### src/dsw_map.svh
// Constants for the signal-processor sleep/wake controller.
// Included by the package and the design modules; definitions only.
`ifndef DSW_MAP_SVH
`define DSW_MAP_SVH
`define DSW_PDC_SLEEP_BIT     16
`define DSW_CMD_WIDTH         32
`define DSW_EVT_WIDTH         96
`define DSW_EXT_EVT_LO        32
`define DSW_EXT_EVT_HI        95
`define DSW_INT_EVT_LO        16
`define DSW_INT_EVT_HI        31
`define DSW_DMA_REGIONS       8
`define DSW_CTC_WIDTH         2
`define DSW_CTC_FORCED_WAKEUP 2'h2
`define DSW_EMU_WATCH_CYCLES  8
`define DSW_EMU_CNT_WIDTH     4
`endif

### src/dsw_pkg.sv
// Types for the signal-processor sleep/wake controller.
// Assumes dsw_map.svh is on the include path.
`include "dsw_map.svh"
package dsw_pkg;
   typedef struct packed {
      logic standby_req;
      logic idle_ack;
      logic wake_ack;
   } dsw_pm_t;
   typedef struct packed {
      logic [`DSW_DMA_REGIONS-1:0] region;
      logic                        global_irq;
   } dsw_dma_irq_t;
   typedef enum logic [4:0] {
      DSW_RUN      = 5'h01,
      DSW_ARMED    = 5'h02,
      DSW_STANDBY  = 5'h04,
      DSW_SLEEP    = 5'h08,
      DSW_WAKE     = 5'h10
   } dsw_state_t;
endpackage

### src/dsw_sleep_ctrl.sv
// Sleep-entry and wake-up sequencer of the signal-processor core.
// Assumes the power manager answers standby and wake handshakes asynchronously to clk_sys.
`timescale 1ns/100ps
`include "dsw_map.svh"
// Overview of operation
// - Sleep needs idle instruction plus command bit 16
// - Standby handshake succeeds only with emulation clock
// - Emulation clock free-runs with debugger or forced-wakeup
// - External events 95:32 wake the sleeping core
// - Internal events 31:16 do not wake core
// - DMA completions feed internal events and exported
module dsw_sleep_ctrl #(
   parameter int WATCH_CYCLES = `DSW_EMU_WATCH_CYCLES
) (
   input  wire logic                          clk_sys,
   input  wire logic                          rst_n,
   input  wire logic                          idle_exec,
   input  wire logic [`DSW_CMD_WIDTH-1:0]     power_down_command_reg,
   input  wire logic [`DSW_CTC_WIDTH-1:0]     clock_transition_control,
   input  wire logic                          debugger_attached,
   input  wire logic                          emu_clk_src,
   input  wire logic [`DSW_EVT_WIDTH-1:0]     evt_in,
   input  wire dsw_pkg::dsw_dma_irq_t         dma_irq,
   input  wire logic                          pm_idle_ack,
   input  wire logic                          pm_wake_ack,
   output logic                               emu_clk_core,
   output logic                               master_standby_request,
   output logic                               core_halted,
   output logic                               core_resume,
   output dsw_pkg::dsw_dma_irq_t              dma_irq_out,
   output logic [`DSW_DMA_REGIONS:0]          internal_dma_evt,
   output dsw_pkg::dsw_state_t                state
);
   import dsw_pkg::*;

   // Externally routed event range, the only one that can wake the core
   localparam int EXT_WIDTH = `DSW_EXT_EVT_HI - `DSW_EXT_EVT_LO + 1;

   // Refuse settings that the counters and decodes cannot serve
   if (WATCH_CYCLES < 2 || WATCH_CYCLES >= (1 << `DSW_EMU_CNT_WIDTH))
   begin : g_bad_watch
      $error("dsw_sleep_ctrl: WATCH_CYCLES out of range");
   end
   if (`DSW_EXT_EVT_HI >= `DSW_EVT_WIDTH || `DSW_EXT_EVT_LO <= `DSW_INT_EVT_HI)
   begin : g_bad_evt_map
      $error("dsw_sleep_ctrl: event ranges do not fit the event bus");
   end
   if (`DSW_PDC_SLEEP_BIT >= `DSW_CMD_WIDTH)
   begin : g_bad_cmd_bit
      $error("dsw_sleep_ctrl: sleep command bit outside the command word");
   end

   // Standby is held from handshake start until a wake event
   function automatic logic in_low_power(input dsw_state_t s);
      in_low_power = (s == DSW_STANDBY) || (s == DSW_SLEEP);
   endfunction

   // The core is parked in every state but RUN
   function automatic logic is_parked(input dsw_state_t s);
      is_parked = (s != DSW_RUN);
   endfunction

   // Synchroniser stages and the state being entered
   dsw_state_t           next_state;
   logic [1:0]           idle_sync;
   logic [1:0]           dbg_sync;
   logic [1:0]           ack_sync;
   logic [1:0]           wack_sync;
   logic [EXT_WIDTH-1:0] evt_s1;
   logic [EXT_WIDTH-1:0] evt_s2;
   logic                 emu_active;

   // Emulation clock gating: free-running in either enabling condition
   wire forced_wakeup_mode = (clock_transition_control == `DSW_CTC_FORCED_WAKEUP);
   wire emu_run            = dbg_sync[1] || forced_wakeup_mode;
   assign emu_clk_core     = emu_clk_src & emu_run;

   // Entry request needs both the idle instruction and the command bit
   wire sleep_req  = idle_sync[1] && power_down_command_reg[`DSW_PDC_SLEEP_BIT];
   // Only the externally routed range is brought in and can wake the core;
   // subsystem-internal events never reach the wake decision
   wire ext_wake   = |evt_s2;
   wire wake_req   = ext_wake;

   // Registered outputs follow the state being entered
   wire next_standby = in_low_power(next_state);
   wire next_halted  = is_parked(next_state);
   wire next_resume  = (state == DSW_WAKE) && (next_state == DSW_RUN);

   dsw_emu_watch #(
      .WATCH_CYCLES (WATCH_CYCLES)
   ) u_emu_watch (
      .clk_sys    (clk_sys),
      .rst_n      (rst_n),
      .emu_clk    (emu_clk_core),
      .emu_active (emu_active)
   );

   always_comb
   begin
      next_state = state;
      unique case (state)
         DSW_RUN:
            if (sleep_req)
               next_state = DSW_ARMED;
         DSW_ARMED:
            if (!sleep_req)
               next_state = DSW_RUN;
            else if (emu_active)
               next_state = DSW_STANDBY;
         DSW_STANDBY:
            if (wake_req)
               next_state = DSW_WAKE;
            else if (ack_sync[1] && emu_active)
               next_state = DSW_SLEEP;
         DSW_SLEEP:
            if (wake_req)
               next_state = DSW_WAKE;
         DSW_WAKE:
            if (wack_sync[1])
               next_state = DSW_RUN;
         default:
            next_state = DSW_RUN;
      endcase
   end

   // Two-stage synchronisers for the idle, debugger, acknowledge and external event inputs
   always_ff @(posedge clk_sys or negedge rst_n)
   begin
      if (!rst_n)
         idle_sync <= 2'h0;
      else
         idle_sync <= {idle_sync[0], idle_exec};
   end

   // Debugger presence gates the emulation clock
   always_ff @(posedge clk_sys or negedge rst_n)
   begin
      if (!rst_n)
         dbg_sync <= 2'h0;
      else
         dbg_sync <= {dbg_sync[0], debugger_attached};
   end

   // Power manager acknowledges arrive as levels from another domain
   always_ff @(posedge clk_sys or negedge rst_n)
   begin
      if (!rst_n)
         ack_sync <= 2'h0;
      else
         ack_sync <= {ack_sync[0], pm_idle_ack};
   end

   // Wake acknowledge, same treatment
   always_ff @(posedge clk_sys or negedge rst_n)
   begin
      if (!rst_n)
         wack_sync <= 2'h0;
      else
         wack_sync <= {wack_sync[0], pm_wake_ack};
   end

   // Event levels: only the externally routed range is synchronised
   always_ff @(posedge clk_sys or negedge rst_n)
   begin
      if (!rst_n)
      begin
         evt_s1 <= '0;
         evt_s2 <= '0;
      end
      else
      begin
         evt_s1 <= evt_in[`DSW_EXT_EVT_HI:`DSW_EXT_EVT_LO];
         evt_s2 <= evt_s1;
      end
   end

   // State register
   always_ff @(posedge clk_sys or negedge rst_n)
   begin
      if (!rst_n)
         state <= DSW_RUN;
      else
         state <= next_state;
   end

   // Handshake outputs are registered together with the state they belong to
   always_ff @(posedge clk_sys or negedge rst_n)
   begin
      if (!rst_n)
      begin
         master_standby_request <= 1'b0;
         core_halted            <= 1'b0;
         core_resume            <= 1'b0;
      end
      else
      begin
         master_standby_request <= next_standby;
         core_halted            <= next_halted;
         core_resume            <= next_resume;
      end
   end

   // Completion interrupts feed the internal events and the crossbar export
   always_ff @(posedge clk_sys or negedge rst_n)
   begin
      if (!rst_n)
      begin
         dma_irq_out      <= '0;
         internal_dma_evt <= '0;
      end
      else
      begin
         dma_irq_out      <= dma_irq;
         internal_dma_evt <= {dma_irq.region, dma_irq.global_irq};
      end
   end
endmodule // dsw_sleep_ctrl

### src/dsw_emu_watch.sv
// Emulation clock activity detector.
// Assumes emu_clk is asynchronous to clk_sys and slower than half its rate.
`timescale 1ns/100ps
`include "dsw_map.svh"
module dsw_emu_watch #(
   parameter int WATCH_CYCLES = `DSW_EMU_WATCH_CYCLES
) (
   input  wire logic clk_sys,
   input  wire logic rst_n,
   input  wire logic emu_clk,
   output logic      emu_active
);
   logic [2:0]                    sync;
   logic [`DSW_EMU_CNT_WIDTH-1:0] idle_cnt;
   wire                           edge_seen = sync[1] ^ sync[2];
   wire  [`DSW_EMU_CNT_WIDTH-1:0] watch_lim = `DSW_EMU_CNT_WIDTH'(WATCH_CYCLES);

   if (WATCH_CYCLES < 2 || WATCH_CYCLES >= (1 << `DSW_EMU_CNT_WIDTH))
   begin : g_bad_watch
      $error("dsw_emu_watch: WATCH_CYCLES out of range");
   end

   always_ff @(posedge clk_sys or negedge rst_n)
   begin
      if (!rst_n)
      begin
         // Start saturated so that reset does not fake clock activity
         sync       <= 3'h0;
         idle_cnt   <= `DSW_EMU_CNT_WIDTH'(WATCH_CYCLES);
         emu_active <= 1'b0;
      end
      else
      begin
         sync <= {sync[1:0], emu_clk};
         if (edge_seen)
            idle_cnt <= '0;
         else if (idle_cnt != watch_lim)
            idle_cnt <= idle_cnt + 1'b1;
         emu_active <= edge_seen || (idle_cnt != watch_lim);
      end
   end
endmodule // dsw_emu_watch

### config.mk
export PLATFORM = sky130hd
export DESIGN_NAME = dsw_sleep_ctrl
export DESIGN_NICKNAME = d
export VERILOG_FILES = /design/src/dsw_pkg.sv /design/src/dsw_sleep_ctrl.sv /design/src/dsw_emu_watch.sv
export VERILOG_INCLUDE_DIRS = /design/src
export SDC_FILE = /design/constraint.sdc
export NUM_CORES = 1
export LEC_CHECK = 0
export BUFFER_PORTS_ARGS = -buffer_cell sky130_fd_sc_hd__buf_2
export CORE_ASPECT_RATIO = 1.1
export CORE_MARGIN = 4
export CORE_UTILIZATION = 48
export DETAILED_ROUTE_END_ITERATION = 6
export GPL_TIMING_DRIVEN = 0
export PLACE_DENSITY = 0.78
export SLEW_MARGIN = 20
export SYNTH_ARGS = -nofsm -noshare
export SYNTH_HDL_FRONTEND = slang
export SYNTH_HIERARCHICAL = 1
export SYNTH_SLANG_ARGS = --single-unit
### constraint.sdc
create_clock -name clk_sys -period 2.1 [get_ports clk_sys]
set_clock_uncertainty 0.05 [all_clocks]
set_input_delay 0.42 -clock clk_sys [delete_from_list [all_inputs] [get_ports clk_sys]]
set_output_delay 0.42 -clock clk_sys [all_outputs]
set_load 0.005 [all_outputs]
# After elaboration in Yosys (flattened, before gate mapping)
# Cells that the tools add are included.
# op_classes
addsub	1
eq_ne	11
muxes	10
bitwise	2
n_reduce_logical	8
# ops
op	n
64-bit OR reduction	1
5-bit two-way mux	7
5-bit one-hot mux with 5 select lines	1
5-bit by 1-bit == test with 1-bit output (second input constant)	2
5-bit by 3-bit == test with 1-bit output (second input constant)	2
5-bit by 4-bit == test with 1-bit output (second input constant)	2
4-bit two-way mux	2
5-bit by 2-bit == test with 1-bit output (second input constant)	1
5-bit == test (second input constant)	1
5-bit by 1-bit != test with 1-bit output (second input constant)	1
4-bit by 1-bit adder with 4-bit output (second input constant)	1
4-bit != test (second input constant)	1
1-bit logical AND	3
1-bit logical OR	3
2-bit == test (second input constant)	1
2-bit nonzero test	1
1-bit AND	1
1-bit XOR	1
# totals
ff_bits	170
inputBits	146
elab_cells	48

# Longest topological paths before layout
# Gate-level depths: netlist of the first run.
# logic_depth
depth_word	6
ltp_mapped	5

# By module
# The synthesis of the first run kept the hierarchy.
# modules_own_cells
module	n_inst	cells_each	area_per_inst_um2
dsw_sleep_ctrl	1	210	4206.5
dsw_emu_watch	1	26	342.8

# Least setup slack after synthesis of the first run
# Ideal clock, no wire load.
# synth_path
path_type	register to register
start	reg evt_s2[0]
end	reg state[4]
setup_time_ps	122
arrival_ps	1387
t_required_ps	1928
slack_ps	541
path_stages_with_launch	5
synth_period_minus_slack_ps	1559
cell_sequence	dfrtp_1 > nor4_1 > nand4_1 > or4_4 > o2bb2ai_1
# synth_between
elab_chain_cells	3
# synth_lines
item	line	source
start, declared	dsw_sleep_ctrl.sv:70	logic [EXT_WIDTH-1:0] evt_s2;
start signal, assigned	dsw_sleep_ctrl.sv:174	evt_s2 <= evt_s1;
64-bit OR reduction *	dsw_sleep_ctrl.sv:82	wire ext_wake = |evt_s2;
5-bit two-way mux (on tied branches)	dsw_sleep_ctrl.sv:117, dsw_sleep_ctrl.sv:112	
5-bit one-hot mux with 5 select lines *	dsw_sleep_ctrl.sv:102	unique case (state)
named net next_state[4]	dsw_sleep_ctrl.sv:64	dsw_state_t next_state;
end signal, assigned	dsw_sleep_ctrl.sv:184	state <= next_state;
end, declared	dsw_sleep_ctrl.sv:32	output dsw_pkg::dsw_state_t state
# The timed path passes the listed nets; every way through them passes the cells marked *.
# A chain may end at the register's enable or synchronous reset.

# Worst setup path after layout of the first run
# layout_path
start	reg evt_s2[6]
end	reg state[4]
# Same word-level chain as after synthesis.

==> results of run 1 <==
==> path summary, 6_finish.rpt <==
path,end,depth (start not counted),from
max in group asynchronous,u_emu_watch/idle_cnt[3],3,rst_n
min reg2reg,evt_s2[18],0,evt_s1[18]
max,state[4],4,evt_s2[6]
max reg2reg,state[4],4,evt_s2[6]
min,u_emu_watch/sync[0],2,emu_clk_src
min in group asynchronous,state[1],2,rst_n
==> placed cells by master (no fill, tap or decap), types with 2 or more instances in the layout <==
master,n
nor4_1,17
clkinv_2,3
dfrtp_1,159
dfstp_2,2
o21ai_1,4
clkinvlp_4,2
clkinv_4,2
clkbuf_16,16
ha_1,2
nand3_1,2
buf_4,9
nor2_1,3
nand2_1,4
buf_2,108
inv_1,3
nor2b_1,6
dlygate4sd3_1,78
o21a_1,2
bufinv_16,4
a31oi_1,2
inv_6,2
nand4_1,4
==> power by group <==
part	internal (mW)	switching (mW)	leakage (nW)
clock network	1.93	1.15	0.291
registers	3.27	0.0708	1.89
logic	0.229	0.166	0.970
==> layer usage <==
layer  up-vias  routed length [um]
met4         0                  52
met2        96                4970
met1      1279                2990
met3         4                 603
li1       1200                   -
met5         -                   0
==> worst max-delay path, stage by stage, from the launching register on <==
cell       delay [ps]
dfrtp_1           360
nor4_1            440
nand4_1           160
or4_4             600
o2bb2ai_1         140
==> flip-flops by register name, indices dropped and copies added (netlist names) <==
signal / count
ack_sync: 2
core_halted: 1
core_resume: 1
dbg_sync: 2
dma_irq_out: 1
evt_s1: 64
evt_s2: 64
idle_sync: 2
internal_dma_evt: 8
master_standby_request: 1
state: 5
u_emu_watch/emu_active: 1
u_emu_watch/idle_cnt: 4
u_emu_watch/sync: 3
wack_sync: 2
==> cells by family after synthesis <==
kind of cell,after synthesis
compound gates,12
flops,161
buf+inv,12
simple gates,45
xor+xnor,3
fa+ha+maj,2
mux,1
==> synth_stat cells <==
cell         n  area share [%]
nand3_1      2            0.22
and3_1       1            0.14
nor3_1       1            0.11
nand4_1      4            0.55
a31oi_1      2            0.27
o21a_1       2            0.33
inv_1        3            0.25
nand3b_1     1            0.17
o21ai_1      4            0.44
dfstp_2      2             1.2
o2bb2ai_1    1            0.19
nor4_1      17             2.3
nand2_1      4            0.33
nor2b_1      6            0.83
or2_1        1            0.14
xor2_1       1            0.19
ha_1         2            0.55
xor2_2       1            0.36
o211ai_1     1            0.17
nor4_2       1            0.27
a31o_1       1            0.19
nand2b_1     1            0.14
or4_4        1            0.25
dfrtp_1    159              87
nand3b_4     1            0.44
nor3b_2      1            0.27
mux2i_1      1            0.22
nor2_1       3            0.25
xnor2_1      1            0.19
a21oi_1      1            0.11
buf_4        9             1.5
==> stage by stage <==
step / total power [mW] / area, um^2 / setup TNS [ps] / std cells / hold WS, ps
floorplan: 3.48 / 4550 / 0 / 236 / 74.4
global placement: 3.64 / 5240 / -240120 / 462 / 282
detailed placement: 3.68 / 5280 / 0 / 463 / 285
CTS: 6.88 / 6660 / 0 / 572 / 81.0
global route: 7.07 / 6660 / 0 / 572 / 115
finish: 6.82 / 6660 / 0 / 572 / 143
==> timing repair <==
action,CTS,global route
hold buffers,78,0
resized for setup,0,0
endpoints found under the setup margin,0,0
hold endpoints to repair,138,0
==> area by class of cell <==
cell class / count / area share, %
Multi-Input combinational cell: 63 / 6.59
Timing Repair Buffer: 188 / 20.5
Clock inverter: 13 / 2.78
Inverter: 3 / 0.169
Sequential cell: 161 / 60.5
Buffer: 9 / 1.01
Tap cell: 117 / 2.20
Clock buffer: 18 / 6.27
==> results.md, run 1 <==
- Status: finished clean
- Initial Utilization: 48.9%
- Fin crit share: 89.0%
- Max Buffers Root-to-Sink: 2
- WL final: 8.61 mm
- Total global routing track utilization: ~16%
- Core area: 9310 um^2
- Mapped cell area: 4550 um^2
- Vias: ~2.6k
- Global routing usage on met1: 16.6%
- Core Util, Final: between 70% and 80%
- Fill cell count: 550
- Relative max-transition margin: between 60% and 70%
- Syn. warnings: 6
- Antenna violations before repair: 0
- Final WS setup: 230 ps
- Largest family of logic cells by synthesized area: simple AND/OR/NAND/NOR gates
- CTS tree: built
- Synth Area in Compound Gates: 1.71%
- Pwr dens: 1020 nW/um^2
- Syn nets: 384
- Post-route ant nets: 0
- Post-Synth XOR/XNOR Area: 0.743%
- H-tree depth: 4
- Layout cells sized above 1: 34.3%
- Flop2flop setup slack: around 230 ps
- Setup CP Type: reg -> reg
- PortBufs: 109
- Post-Synth Simple-Gate Area: under 10%
- Worst skew pair latency: between 500 and 600 ps
- MaxCap Viol Count: 0
- Final hold vios: 0
- Mux cell area share after synthesis: 0.220%
- Leakage: 3.15 nW
- Pin count of the biggest net entering global routing: 100
- Die width: between 100 and 150 um
- Clk pin slew, worst setup/hold paths: 60 ps
- CP Launch Type: flip-flop
- Synth Area in Adders: 0.550%
- Syn Area/Cell: 19.3 um^2
- Gr busiest metal: met2
- Worst Hold Class: in -> reg
- Final setup fails: 0
- Synthesized flop and latch total: 161
- Post-CTS setup buffers: 0
- Root Buffer Master: clkbuf_8
- CP arrival: roughly 2200 ps
- Vias in the first global route: 2936
- Post-Syn Instances: 236
- Vias/cell: 4.51
- Ant. Diodes: 0
- RSZ-0062 raised after global routing: no
- Clk sinks: 161
- Final min period: 1870 ps
- Die Area: 11100 um^2
- Clock buffer count from CTS: 17
- CP Max Fanout: 4
- Fmax: 0.535 GHz
- Detailed Place HPWL: 4.72 mm
- Multi-input gate area: 439 um^2
- Die Span Y: 110 um
- I/O pins: around 170
- Initial DRC Count: 71
- Row count: 37
- Wire per inst: 15.1 um
- Layout overhead on the synthesized area: 46.5%
- Dpl ws: between 150 and 200 ps
- Pre-Repair DR Iteration Count: 4
- Final slew viol count: 0
- CP Data Required Time: 2430 ps
- Netlist cell types: 31
- Worst vdd ir: 0.837 mV
- Crit end category: flip-flop
- Placer Congestion: 0.769
- # nets final: a little under 600
- Drt drc: 0
- Met2 GRT Util: 30.6%
- Worst Tran Pin Value: 461 ps
- Post-synthesis sequential area ratio: 88.6%
- GR Util met3: a little over 6%
- First-pass GRT wire length: 13.4 mm
- Reg area: ~4000 um^2
- GR Overflow Total: 0
Power figures use the tool's default switching activity.
==> run 2, diff against run 1 <==
CORE_UTILIZATION = 51   (was 48)
HOLD_SLACK_MARGIN = 0.1   (was not set)
PLACE_DENSITY = 0.83   (was 0.78)
RECOVER_POWER = 100   (was not set)
clock period = 2.3 ns   (was 2.1 ns; I/O delays follow)
==> results.md, run 2 (same netlist as run 1, synthesis figures left out) <==
- Status: finished clean
- First-pass GRT wire length: 15.2 mm (+13%)
- Total global routing track utilization: 19.4% (+3.0 points)
- Vias: 2630 (+2.0%)
- Min-Delay Endpoint: u_emu_watch/sync[0]
- Wire per inst: 15.9 um (+5.8%)
- Fin Hold WS: 159 ps (+16.0 ps)
- Ant. Diodes: 0 (unchanged)
- CTS tree: built
- Root Buffer Master: clkbuf_8
- Worst Tran Pin Value: 1170 ps (+708 ps)
- PortBufs: 109 (unchanged)
- PostCTS Resize Cnt: 0 (unchanged)
- Placed cell count: 457 (-1.3%)
- Layout overhead on the synthesized area: 45.2%
- GR Overflow Total: 0 (unchanged)
- Setup CP Type: reg -> reg
- Vias/cell: 4.64 (+2.9%)
- Clock buffer count from CTS: 17 (unchanged)
- R2r endpoint: state[3]
- Top flop regs: evt_s1 x64, evt_s2 x64, internal_dma_evt x8
- Relative max-transition margin: 22.0% (-47 points)
- Pin count of the biggest net entering global routing: 93 (-7.0%)
- Die Span Y: 107 um (-2.8%)
- H-tree depth: 4 (unchanged)
- Row count: 35 (-5.4%)
- Worst hold stages: 2 (unchanged)
- Final min period: 1940 ps (+73.6 ps)
- Fmax: 0.515 GHz (-3.8%)
- Worst Hold Launch: emu_clk_src
- Antenna violations before repair: 0 (unchanged)
- Placer Congestion: 0.754 (-1.9%)
- Clk sinks: 161 (unchanged)
- Drt drc: 0 (unchanged)
- Initial Utilization: 53.3% (+4.4 points)
- Final slew viol count: 0 (unchanged)
- Pre-Repair DR Iteration Count: 3 (-1)
- Worst skew pair latency: 510 ps (about the same)
- CP Data Required Time: 2670 ps (+240 ps)
- R2R depth: 4 (unchanged)
- Fill cell count: 504 (-8.4%)
- WL final: 9.03 mm (+4.9%)
- Die width: 98.1 um (-2.8%)
- RR Startpoint: evt_s2[12]
- RSZ-0062 raised after global routing: no
- Final setup fails: 0 (unchanged)
- CP Launch Type: flip-flop
- Layout cells sized above 1: 29.6% (-4.7 points)
- I/O pins: 173 (unchanged)
- Final hold vios: 0 (unchanged)
- Most common cell after layout, fill and taps aside: dfrtp_1
- Post-route ant nets: 0 (unchanged)
- CP arrival: 2310 ps (+110 ps)
- Flop2flop setup slack: 360 ps (+130 ps)
- Fin crit share: 84.5% (-4.5 points)
- Worst Hold Class: in -> reg
- Fin cells: 567 (-0.87%)
- Worst vdd ir: 0.741 mV (-11%)
- Pwr dens: 938 nW/um^2 (-8.3%)
- MaxCap Viol Count: 0 (unchanged)
- Initial DRC Count: 49 (-31%)
- Max Buffers Root-to-Sink: 2 (unchanged)
- Leakage: 3.07 nW (-2.5%)
- Vias in the first global route: 3046 (+3.7%)
- Core area: 8540 um^2 (-8.2%)
- Crit end category: flip-flop
- # nets final: 591 (unchanged)
- Die Area: 10500 um^2 (-5.4%)
- Most frequent cells in the layout: dfrtp_1, buf_2, dlygate4sd3_1
- Detailed Place HPWL: 4.78 mm (+1.2%)
- Overall power: 6.20 mW (-9.1%)
- Clk pin slew, worst setup/hold paths: 60 ps (about the same)
- CP Max Fanout: 4 (unchanged)
[run 2: area by class of cell]
| cell class | count | area (um^2) | area share, % |
|---|---|---|---|
| clock inverters | 13 | 165 | 2.50 |
| clock buffers | 19 | 442 | 6.69 |
| repair buffers | 188 | 1330 | 20.2 |
| flip-flops and latches | 161 | 4030 | 61.0 |
| plain buffers | 9 | 67.6 | 1.02 |
| well taps | 111 | 139 | 2.10 |
| multi-input cells | 63 | 418 | 6.33 |
| inverters | 3 | 11.3 | 0.170 |
[run 2: timing repair]
action,in CTS,in global routing
hold endpoints to repair,167,0
hold buffers,78,0
buffers inserted,0,0
[run 2: how the worst max path moves through the flow]
stage / cells past startpoint / end / start / slack, ps
final: 4 / state[3] / evt_s2[12] / 360
after detailed placement: 4 / state[4] / evt_s2[12] / 400
after floorplan: 4 / state[4] / evt_s2[0] / 740
after CTS: 4 / state[4] / evt_s2[12] / 390
after global placement: 1 / evt_s1[45] / rst_n / -1310
after global routing: 4 / state[3] / evt_s2[12] / 190
[run 2: routing by layer]
metal  GRT usage, %  part of all wire [%]  routed length (um)
met1           20.9                    36                3240
met2           36.3                    57                5140
met3           6.12                   6.5                 590
met4           5.93                  0.74                  67
met5              0                     0                   0
[run 2: metrics by stage]
step | utilization (%) | worst slack, ps | TNS, ps | cell area, um^2
3_3_place_gp | 61.3 | -1310 | -207300 | 5230
2_1_floorplan | - | 741 | 0 | 4550
6_report | 77.4 | 356 | 0 | 6610
3_5_place_dp | 61.7 | 399 | 0 | 5270
4_1_cts | 78.0 | 388 | 0 | 6660
5_1_grt | 77.4 | 188 | 0 | 6610
[run 2: worst max-delay path, stage by stage (launching register included)]
cell and delay (ps):
dfrtp_1 360, nor4_1 350, nand4_1 230, or4_1 650, nor3b_1 210
[run 2: report_power, final]
part           internal [mW]  switching [mW]  leakage [nW]
clock                   1.65            1.14         0.297
combinational          0.200           0.149         0.886
sequential              2.99          0.0683          1.89
==> run 3, diff against run 2 <==
ABC_AREA = 1   (was not set)
CORE_UTILIZATION = 48   (was 51)
PLACE_DENSITY = 0.78   (was 0.83)
clock period = 1.9 ns   (was 2.3 ns; I/O delays follow)
==> results.md, run 3 <==
- Status: finished clean
- Clock buffer count from CTS: 17 (unchanged)
- Final slew viol count: 0 (unchanged)
- CP Data Required Time: 1470 ps (-1200 ps)
- Setup CP Type: in -> out
- Die width: 103 um (+4.8%)
- CP arrival: 1290 ps (-1020 ps)
- Max Buffers Root-to-Sink: 2 (unchanged)
- Worst Hold Class: in -> reg
- Die Span Y: 112 um (+4.8%)
- Design area: 6820 um^2 (+3.2%)
- Netlist cell types: 24 (-23%)
- Root Buffer Master: clkbuf_8
- Vias: 2874 (+9.3%)
- # nets final: 662 (+12%)
- Leakage: 3.25 nW (+5.7%)
- Fin crit share: roughly 90%
- Top post-synthesis cells by count: dfrtp_1, nor2_1, nand2_1
- Worst skew pair latency: 510 ps (about the same)
- Top flop regs: evt_s1 x64, evt_s2 x64, internal_dma_evt x8
- Row count: 37 (+5.7%)
- RSZ-0062 raised after global routing: no
- Mapped cell area: 4740 um^2 (+4.2%)
- Worst Tran Pin Value: 949 ps (-221 ps)
- Most frequent cell after synthesis: dfrtp_1
- PortBufs: 109 (unchanged)
- Pre-Repair DR Iteration Count: 4 (+1)
- First-pass GRT wire length: 15.2 mm (-0.18%)
- CP Max Fanout: 2 (-2)
- Fmax: 0.582 GHz
- Slowest CP cell: dlygate4sd3_1
- Synthesized flop and latch total: 161 (unchanged)
- Vias in the first global route: 3217 (+5.6%)
- Core area: 9490 um^2 (+11%)
- Worst path max stage delay: 540 ps (-110 ps)
- Vias/cell: 4.46 (-3.9%)
- Placement Cell Area: 5470 um^2 (+3.8%)
- Relative max-transition margin: 36.8% (+15 points)
- Final WS setup: 182 ps (-175 ps)
- Synth area leader: dfrtp_1
- WL final: 9.21 mm (+1.9%)
- Die Area: 11500 um^2 (+9.9%)
- Final setup fails: 0 (unchanged)
- CP Launch Type: input pin
- Post-Syn Instances: 306 (+30%)
- Syn nets: 454 (+18%)
- Synth top area share: 83.9% (-3.6 points)
- Core Util, Final: 71.9% (-5.5 points)
- Pwr dens: 1150 nW/um^2 (+23%)
- Post-synthesis sequential area ratio: 85.0% (-3.6 points)
- Clk pin slew, worst setup/hold paths: 60 ps (about the same)
- Asr flop ratio synth: 100% (unchanged)
- Cell mode on critical path: buf_2
- Initial Utilization: 50.0% (-3.3 points)
- Total global routing track utilization: 18.2% (-1.2 points)
- Synth area leaders: dfrtp_1, nor2_1, nand2_1
- Layout cells sized above 1: 26.2% (-3.4 points)
- Most common cell after layout, fill and taps aside: dfrtp_1
- H-tree depth: 4 (unchanged)
- Post-route ant nets: 0 (unchanged)
- Crit end category: output pin
- Drt drc: 0 (unchanged)
- Antenna violations before repair: 0 (unchanged)
- Post-synth EDFFs: 0 (unchanged)
- Post-synth top flop: dfrtp_1
- Initial DRC Count: 87 (+78%)
- I/O pins: 173 (unchanged)
- Final hold vios: 0 (unchanged)
- Final min period: 1720 ps
- Layout overhead on the synthesized area: 43.8%
- Overall power: 7.87 mW (+27%)
- Syn Area/Cell: 15.5 um^2 (-20%)
- Dpl ws: 530 ps (+131 ps)
- GR Overflow Total: 0 (unchanged)
- Placer Congestion: 0.739 (-2.0%)
- Pin count of the biggest net entering global routing: 90 (-3.2%)
- CTS tree: built
- Detailed Place HPWL: 4.88 mm (+2.2%)
- Worst vdd ir: 0.881 mV (+19%)
- Clk sinks: 161 (unchanged)
- Top delay family on crit path: buffers and inverters
- Syn. warnings: 6 (unchanged)
- Cell Chain, Critical Path: dlygate4sd3_1 > buf_2 > o21a_1 > buf_2
- Buf/Inv on CP: 3 (+3)
- Setup TNS: 0 ps (unchanged)
- MaxCap Viol Count: 0 (unchanged)
- Most frequent cells in the layout: dfrtp_1, buf_2, dlygate4sd3_1
- Wire per inst: 14.3 um (-10%)
==> run 3: power breakdown <==
group | total (mW) | switching [mW] | leakage [nW] | internal (mW)
logic | 0.554 | 0.270 | 1.05 | 0.283
clock network | 3.58 | 1.25 | 0.309 | 2.34
registers | 3.73 | 0.0876 | 1.89 | 3.64
==> run 3: stage by stage <==
| step | std cells | hold slack (ps) |
|---|---|---|
| after global routing | 644 | 146 |
| after detailed placement | 533 | 285 |
| after global placement | 532 | 282 |
| after CTS | 644 | 128 |
| final | 645 | 160 |
| after floorplan | 306 | 34.4 |
==> run 3: area by class of cell <==
| class | instances | area (um^2) |
|---|---|---|
| flip-flops and latches | 161 | 4030 |
| fillers | 602 | 2670 |
| repair buffers | 189 | 1330 |
| multi-input cells | 116 | 527 |
| clock buffers | 22 | 453 |
| clock inverters | 10 | 185 |
| well taps | 117 | 146 |
| inverters | 20 | 75.1 |
| plain buffers | 9 | 67.6 |
| diodes | 1 | 2.50 |
==> run 3: path summary, 6_finish.rpt <==
check,from,to,slack [ps],cells past startpoint
max in group asynchronous,rst_n,evt_s2[48],350,3
max reg2reg,state[2],master_standby_request,250,6
min,clock_transition_control[0],u_emu_watch/sync[0],160,3
max,emu_clk_src,emu_clk_core,180,4
min reg2reg,evt_s1[60],evt_s2[60],300,0
min in group asynchronous,rst_n,evt_s2[61],520,2
==> run 3: kinds of logic after synthesis <==
group                    share of synthesized area [%]
adder cells (fa/ha/maj)                          0.528
buffers and inverters                             3.01
flip-flops                                        85.0
AND/OR/NAND/NOR                                   10.0
AO/OA/AOI/OAI                                     1.27
XOR/XNOR                                         0.185
==> run 3: timing repair <==
action	CTS	global route
buffers inserted	0	0
hold buffers	79	0
gates resized for setup	0	0
endpoints found under the hold margin	148	0
==> run 3: worst min-delay path: stages <==
cell    delay (ps)
buf_2           70
nor2_1          30
o21a_1         180
==> run 3: routing by layer <==
metal	GRT usage, %	part of all wire [%]	vias to the layer above
met5	0	0	-
met2	33.1	61	63
met1	18.8	34	1439
met4	7.86	1.8	0
met3	5.97	3.6	17
li1	-	-	1355
